**src/spims_regs.vh**
```
// Constants for the serial master/slave block with select-line modes
`ifndef SPIMS_REGS_VH
`define SPIMS_REGS_VH
`define SPIMS_CLK_HZ 10000000
`define SPIMS_MAX_RATE_HZ 12500000
`define SPIMS_DIV_MIN 2
`define SPIMS_DIV_W 8
`define SPIMS_BITS 8
`define SPIMS_CNT_W 4
`define SPIMS_NSS_MULTI 2'b01
`define SPIMS_NSS_3WIRE 2'b00
`define SPIMS_ZERO_BYTE 8'h00
`define SPIMS_ZERO_CNT 4'h0
`define SPIMS_ONE_CNT 4'h1
`define SPIMS_LAST_BIT 4'h8
`define SPIMS_ONE_DIV 8'h01
`endif

```
**src/spims_core.v**
```verilog
// Byte-wide serial master/slave with select-line modes and status flags
`timescale 1ns/1ns
`default_nettype none
`include "spims_regs.vh"
module spims_core #(
  parameter DIV_W = `SPIMS_DIV_W
) (
  input wire ref_clk,
  input wire rstn,
  input wire [DIV_W-1:0] clk_div,
  input wire block_enable_set,
  input wire block_enable_clr,
  input wire master_enable_set,
  input wire master_enable_clr,
  input wire [1:0] select_mode_wr,
  input wire select_mode_we,
  input wire clock_phase_bit,
  input wire clock_polarity_bit,
  input wire [7:0] wr_data,
  input wire wr_strobe,
  input wire rd_strobe,
  input wire transfer_done_clr,
  input wire mode_fault_clr,
  input wire write_collision_clr,
  input wire receive_overrun_clr,
  output reg block_enable_bit,
  output reg master_enable_bit,
  output reg select_mode_high_bit,
  output reg select_mode_low_bit,
  output reg transfer_done_flag,
  output reg mode_fault_flag,
  output reg write_collision_flag,
  output reg receive_overrun_flag,
  output wire irq_req,
  output reg [7:0] rd_data,
  output wire busy,
  input wire sck_in,
  output reg sck_out,
  output wire sck_oe_n,
  input wire mosi_in,
  output reg mosi_out,
  output wire mosi_oe_n,
  input wire miso_in,
  output reg miso_out,
  output wire miso_oe_n,
  input wire select_line_in,
  output reg select_line_out,
  output wire select_line_oe_n
);
  reg rst1_q;
  reg rst2_q;
  always @(posedge ref_clk or negedge rstn) begin
    if (!rstn) begin
      rst1_q <= 1'b0;
      rst2_q <= 1'b0;
    end else begin
      rst1_q <= 1'b1;
      rst2_q <= rst1_q;
    end
  end
  wire rst_n = rst2_q;

  wire [3:0] pins_s;
  spims_sync #(.W(4)) u_sync (
    .clk(ref_clk),
    .rst_n(rst_n),
    .din({sck_in, mosi_in, miso_in, select_line_in}),
    .dout(pins_s)
  );
  wire sck_s = pins_s[3];
  wire mosi_s = pins_s[2];
  wire miso_s = pins_s[1];
  wire sel_s = pins_s[0];
  reg sck_prev_q;

  reg [7:0] txbuf_q;
  reg txfull_q;
  reg [7:0] shift_q;
  reg [3:0] bitcnt_q;
  reg active_q;
  reg rxfull_q;
  reg [DIV_W-1:0] divcnt_q;
  reg half_q;
  reg last_q;
  reg fault_ev;
  localparam [DIV_W-1:0] DIV_ONE = `SPIMS_ONE_DIV;

  wire master = block_enable_bit & master_enable_bit;
  wire multi = {select_mode_high_bit, select_mode_low_bit} == `SPIMS_NSS_MULTI;
  // Divider floor keeps the bit rate at a quarter of the system clock or less
  wire [DIV_W-1:0] div_eff = (clk_div == {DIV_W{1'b0}}) ? DIV_ONE : clk_div;
  wire tick = master & active_q & (divcnt_q == {DIV_W{1'b0}});
  wire load = master & txfull_q & ~active_q;
  wire mstr_lead = tick & ~half_q;
  wire mstr_trail = tick & half_q;
  // Slave sees edges of the sampled clock; phase picks the sample edge
  wire sck_rise = sck_s & ~sck_prev_q;
  wire sck_fall = ~sck_s & sck_prev_q;
  wire slv_en = block_enable_bit & ~master_enable_bit;
  wire slv_sel = select_mode_high_bit | ~select_mode_low_bit | ~sel_s;
  wire lead_e = (sck_rise & ~clock_polarity_bit) | (sck_fall & clock_polarity_bit);
  wire trail_e = (sck_fall & ~clock_polarity_bit) | (sck_rise & clock_polarity_bit);
  wire slv_samp = slv_en & slv_sel & (clock_phase_bit ? trail_e : lead_e);
  wire slv_shift = slv_en & slv_sel & (clock_phase_bit ? lead_e : trail_e);
  wire m_samp = clock_phase_bit ? mstr_trail : mstr_lead;
  wire m_shift = clock_phase_bit ? mstr_lead : mstr_trail;
  wire samp = master ? m_samp : slv_samp;
  wire in_bit = master ? miso_s : mosi_s;
  wire byte_done = samp & (bitcnt_q == (`SPIMS_LAST_BIT - `SPIMS_ONE_CNT));
  // Phase 0 takes its last bit on a leading edge; the clock must still return to idle
  wire m_end = mstr_trail & (byte_done | last_q);
  wire xfer_end = master ? m_end : byte_done;

  assign busy = active_q;
  assign irq_req = transfer_done_flag | mode_fault_flag | write_collision_flag |
    receive_overrun_flag;
  assign sck_oe_n = ~master;
  assign mosi_oe_n = ~master;
  assign miso_oe_n = ~(slv_en & slv_sel);
  assign select_line_oe_n = ~(master & select_mode_high_bit);

  always @* begin
    fault_ev = master & multi & ~sel_s;
  end

  always @(posedge ref_clk or negedge rst_n) begin
    if (!rst_n) begin
      block_enable_bit <= 1'b0;
      master_enable_bit <= 1'b0;
      select_mode_high_bit <= 1'b0;
      select_mode_low_bit <= 1'b1;
      transfer_done_flag <= 1'b0;
      mode_fault_flag <= 1'b0;
      write_collision_flag <= 1'b0;
      receive_overrun_flag <= 1'b0;
      select_line_out <= 1'b1;
    end else begin
      if (fault_ev) begin
        block_enable_bit <= 1'b0;
        master_enable_bit <= 1'b0;
      end else begin
        if (block_enable_set) block_enable_bit <= 1'b1;
        else if (block_enable_clr) block_enable_bit <= 1'b0;
        if (master_enable_set) master_enable_bit <= 1'b1;
        else if (master_enable_clr) master_enable_bit <= 1'b0;
      end
      if (select_mode_we) begin
        select_mode_high_bit <= select_mode_wr[1];
        select_mode_low_bit <= select_mode_wr[0];
      end
      select_line_out <= select_mode_low_bit;
      // Hardware set wins over a same-cycle software clear
      if (xfer_end) transfer_done_flag <= 1'b1;
      else if (transfer_done_clr) transfer_done_flag <= 1'b0;
      if (fault_ev) mode_fault_flag <= 1'b1;
      else if (mode_fault_clr) mode_fault_flag <= 1'b0;
      if (wr_strobe & txfull_q) write_collision_flag <= 1'b1;
      else if (write_collision_clr) write_collision_flag <= 1'b0;
      if (byte_done & ~master & rxfull_q) receive_overrun_flag <= 1'b1;
      else if (receive_overrun_clr) receive_overrun_flag <= 1'b0;
    end
  end

  always @(posedge ref_clk or negedge rst_n) begin
    if (!rst_n) begin
      txbuf_q <= `SPIMS_ZERO_BYTE;
      txfull_q <= 1'b0;
      shift_q <= `SPIMS_ZERO_BYTE;
      bitcnt_q <= `SPIMS_ZERO_CNT;
      active_q <= 1'b0;
      rxfull_q <= 1'b0;
      rd_data <= `SPIMS_ZERO_BYTE;
      divcnt_q <= {DIV_W{1'b0}};
      half_q <= 1'b0;
      last_q <= 1'b0;
      sck_prev_q <= 1'b0;
      sck_out <= 1'b0;
      mosi_out <= 1'b0;
      miso_out <= 1'b0;
    end else begin
      sck_prev_q <= sck_s;
      last_q <= master & active_q & ~m_end & (last_q | byte_done);
      if (wr_strobe & ~txfull_q) begin
        txbuf_q <= wr_data;
        txfull_q <= 1'b1;
      end
      if (rd_strobe) rxfull_q <= 1'b0;
      if (!block_enable_bit) begin
        // A disable or a master load clears a half-received slave byte
        bitcnt_q <= `SPIMS_ZERO_CNT;
        active_q <= 1'b0;
        half_q <= 1'b0;
        sck_out <= clock_polarity_bit;
      end else begin
        if (load) begin
          shift_q <= txbuf_q;
          txfull_q <= 1'b0;
          active_q <= 1'b1;
          bitcnt_q <= `SPIMS_ZERO_CNT;
          half_q <= 1'b0;
          divcnt_q <= div_eff;
          mosi_out <= txbuf_q[7];
          sck_out <= clock_polarity_bit;
        end else if (master & active_q) begin
          divcnt_q <= (divcnt_q == {DIV_W{1'b0}}) ? div_eff : divcnt_q - DIV_ONE;
          if (tick) begin
            half_q <= ~half_q;
            sck_out <= ~sck_out;
          end
        end else if (!master) begin
          sck_out <= clock_polarity_bit;
          if (!slv_en) active_q <= 1'b0;
          // Slave reloads its shifter from the buffer at a byte start only when the buffer is full
          if (slv_en & (bitcnt_q == `SPIMS_ZERO_CNT) & txfull_q & ~active_q) begin
            shift_q <= txbuf_q;
            txfull_q <= 1'b0;
            active_q <= 1'b1;
            miso_out <= txbuf_q[7];
          end
        end
        if (samp) begin
          shift_q <= {shift_q[6:0], in_bit};
          bitcnt_q <= byte_done ? `SPIMS_ZERO_CNT : bitcnt_q + `SPIMS_ONE_CNT;
        end
        if (master ? (m_shift & ~m_end) : (slv_shift & ~byte_done)) begin
          if (master) mosi_out <= shift_q[7];
          else miso_out <= shift_q[7];
        end
        if (xfer_end) begin
          if (master | ~rxfull_q) begin
            rd_data <= byte_done ? {shift_q[6:0], in_bit} : shift_q;
            rxfull_q <= 1'b1;
          end
          active_q <= 1'b0;
          if (master) sck_out <= clock_polarity_bit;
        end
      end
    end
  end
endmodule // spims_core
`default_nettype wire

```
**src/spims_sync.v**
```verilog
// Two-stage synchroniser for a group of pins
`timescale 1ns/1ns
`default_nettype none
module spims_sync #(
  parameter W = 4
) (
  input wire clk,
  input wire rst_n,
  input wire [W-1:0] din,
  output wire [W-1:0] dout
);
  reg [W-1:0] s1_q;
  reg [W-1:0] s2_q;
  always @(posedge clk or negedge rst_n) begin
    if (!rst_n) begin
      s1_q <= {W{1'b0}};
      s2_q <= {W{1'b0}};
    end else begin
      s1_q <= din;
      s2_q <= s1_q;
    end
  end
  assign dout = s2_q;
endmodule // spims_sync
`default_nettype wire

```
**config.mk**
```make
export PLATFORM = sky130hd
export DESIGN_NAME = spims_core
export DESIGN_NICKNAME = d
export VERILOG_FILES = /design/src/spims_core.v /design/src/spims_sync.v
export VERILOG_INCLUDE_DIRS = /design/src
export SDC_FILE = /design/constraint.sdc
export NUM_CORES = 1
export LEC_CHECK = 0
export ABC_CLOCK_PERIOD_IN_PS = 5700
export BUFFER_PORTS_ARGS = -buffer_cell sky130_fd_sc_hd__buf_4
export CORE_AREA = 3 3 100 64
export CTS_CLUSTER_DIAMETER = 30
export DETAILED_ROUTE_END_ITERATION = 8
export DIE_AREA = 0 0 103 67
export GPL_TIMING_DRIVEN = 1
export PLACE_DENSITY = 0.92
export SLEW_MARGIN = 40
export SYNTH_ARGS = -nofsm -noshare
export SYNTH_HDL_FRONTEND = slang
export SYNTH_SLANG_ARGS = --single-unit
```
**constraint.sdc**
```tcl
create_clock -name ref_clk -period 5.7 [get_ports ref_clk]
set_clock_uncertainty 0.05 [all_clocks]
set_input_delay 0 -clock ref_clk [delete_from_list [all_inputs] [get_ports ref_clk]]
set_output_delay 0 -clock ref_clk [all_outputs]
set_load 0.005 [all_outputs]
```
==> results.cfg <==
[placement]
numPortBuffers = 62
hpwl_um = 5250
globalplace.congestion = 0.900
dpl.cell_count = 432
placed_area_um2 = 3680

[setup_path]
timing.rr.start = divcnt_q[0]
cp-start-kind = flop
startpoint = divcnt_q[0]
critPathArrivalTime_ps = 2750
cp_max_fo = 23
required_ps = 5880
path_class = reg2reg
cp-end-kind = flop

[pwr]
intPower_uw = 1030
power_density_nw_per_um2 = 363
seq_power_share_pct = 44.4
p_sw_share_pct = 33.5
p_clk_share_pct = 25.9
p_comb_share_pct = 29.7
power.leakage_uw = 0.00197
peakVddDrop_v = 0.000239
p_switching_uw = 520

[timing]
fin_crit_sh_pct = 44.9
finalHoldViolCount = 0
setup_viol = 0
slew_viol_final = 0
rsz0062_at_grt = false
hold_slack_ps = 59.8
slew_headroom_pct = 61.7
fin_crit_ps = 2560
tns_ps = 0
worstMarginPinSlew_ps = 572
max_freq_mhz = 390

[logic_synthesis]
seq_area_frac_synth_pct = 50.2
synth-edff-count = 0
synthesis.nets = 354
syn_inst = 313
yosysUniqueCellTypes = 56
syn_avg_cell_area_um2 = 10.2
ys_ff_latch = 64
synth_ff_type = dfrtp_1
syn-cell-area_um2 = 3200
async_flop_share_pct = 100
ys.warnings.count = 0

[route]
ant_nets = 0
avgRoutedWirePerCell_um = 16.5
routed_wl_um = 7960
vias = 2762
route.detailed.drc = 0
drt_iter0_markers = 192
via_per_inst = 5.71
drt_pre_antenna_iters = 4

[floorplan]
ioPinCount = 63
die_width_um = 103
dieArea_um2 = 6900
core-area_um2 = 5520
initial_utilization_pct = 57.9
dieHeight_um = 67
core.rowCount = 21

[clocking]
cts_num_sinks = 64
cts_buffers = 9
hold_buffers = 36
cts_resized = 0
clock_latency_ps = 350
clkTransAtPathRegs_ps = 70
cts_tree = done
htree_levels = 3
cts.path.max_buffers = 2
cts_root_buf = clkbuf_8
cts_setup_buffers = 0

[finish]
layout.nets = 451
fin_area_um2 = 4270
register_area_um2 = 1610
fillCellCount = 347
syn2layout_area_growth_pct = 33.5
multi_input_area_um2 = 1460
final_layout_size_suffix_gt1_share_pct = 26.3
diodes = 0
final_cells = 484

[status]
status = finished clean

[flow_run]
drv_cap = 0

[global_route]
grt_usage_pct = 25.2
gr-total-overflow = 0
antenna_found_initial = 0
grt_pass1_vias = 2819
grt_first_pass_wirelength_um = 13000
grt_max_degree = 63

[min_path]
hold_class = in2reg
hp-start = clk_div[3]
==> worst max-delay path: stages (launching register included) <==
cell and delay, ps:
dfrtp_1 390, inv_1 100, ha_1 150, nor3b_2 420
nand4_2 250, o21ai_4 270, nand2_1 380, a221o_1 430
==> per-stage QoR <==
| step | utilization, % | setup slack [ps] | power (uW) |
|---|---|---|---|
| after floorplan | - | 3740 | 962 |
| after global placement | 66.8 | 3190 | 1090 |
| after detailed placement | 66.8 | 3040 | 1120 |
| after CTS | 77.1 | 3010 | 1540 |
| after global routing | 77.4 | 2950 | 1640 |
| final | 77.4 | 3140 | 1550 |
==> path summary, 6_finish.rpt <==
check | to | slack [ps] | cells past startpoint
worst max-delay path | rd_data[0] | 3140 | 7
worst min-delay path | divcnt_q[3] | 60 | 4
worst max register to register | rd_data[0] | 3140 | 7
worst min register to register | bitcnt_q[1] | 280 | 1
max in group asynchronous | select_line_out | 4940 | 1
min in group asynchronous | bitcnt_q[1] | 280 | 1
==> synthesized netlist by cell type (3+ instances only) <==
cell type   n  area [um^2]
nor3b_1     3         22.5
nor2b_1     6         37.5
mux2_2     13          146
nor3_1     14         70.1
nand2_1    35          131
o22ai_1     3         18.8
buf_2       4         20.0
clkbuf_1    6         22.5
a21oi_1    14         70.1
and3_1      4         25.0
a221o_1     8         80.1
nand3_1     9         45.0
mux2i_1    12          120
ha_1        4         50.1
a22oi_1     3         22.5
inv_1      17         63.8
o21ai_0    17         85.1
nor2_1     20         75.1
a21o_1      5         37.5
and2_1      8         50.1
dfrtp_1    62         1550
==> sequential cells by signal, indices dropped and copies added (netlist names), 4 cells and up <==
name / count
bitcnt_q: 4
divcnt_q: 8
rd_data: 8
shift_q: 8
txbuf_q: 8
u_sync.dout: 4
u_sync.s1_q: 4
==> power by group through the flow <==
stage	combinational [uW]	sequential, uW	clock, uW
final	461	687	401
after global routing	509	703	429
after CTS	452	685	405
after detailed placement	424	693	0
after global placement	404	684	0
after floorplan	297	664	0
==> routing by layer <==
| metal | up-vias | wire length (um) | GRT usage, % | share of wire, % |
|---|---|---|---|---|
| met3 | 22 | 635 | 10.1 | 8.0 |
| met1 | 1307 | 3540 | 31.6 | 44 |
| met5 | - | 0 | 0 | 0 |
| met2 | 132 | 3640 | 39.9 | 46 |
| met4 | 0 | 140 | 7.75 | 1.8 |
| li1 | 1301 | - | - | - |
==> cell families after synthesis <==
kind of cell,count (synthesis),share of synthesized area (%)
AND/OR/NAND/NOR,116,19.1
XOR/XNOR,4,1.33
other,1,0.117
multiplexers,25,8.34
buffers and inverters,31,4.50
AO/OA/AOI/OAI,68,14.9
flip-flops,64,50.2
adder cells (fa/ha/maj),4,1.57
==> layout make-up <==
class	count	share of cell area (%)
clock inverters	5	1.29
repair buffers	100	19.8
inverters	17	1.49
clock buffers	11	3.55
well taps	69	2.02
flip-flops and latches	64	37.6
multi-input cells	218	34.3
==> placed cells by master (no fill, tap or decap), drive strengths merged, types with 4 or more instances in the layout <==
| cell type | n |
|---|---|
| nor2b | 6 |
| nor4 | 4 |
| dfrtp | 62 |
| o21ai | 18 |
| dlygate4sd3 | 36 |
| inv | 17 |
| nor3b | 4 |
| a21oi | 14 |
| mux2i | 12 |
| nand2 | 35 |
| nor3 | 14 |
| mux2 | 13 |
| nand3 | 9 |
| buf | 64 |
| clkbuf | 11 |
| nor2 | 21 |
| a21o | 5 |
| and3 | 4 |
| a221o | 8 |
| and2 | 8 |
| ha | 4 |
Power figures use the tool's default switching activity.
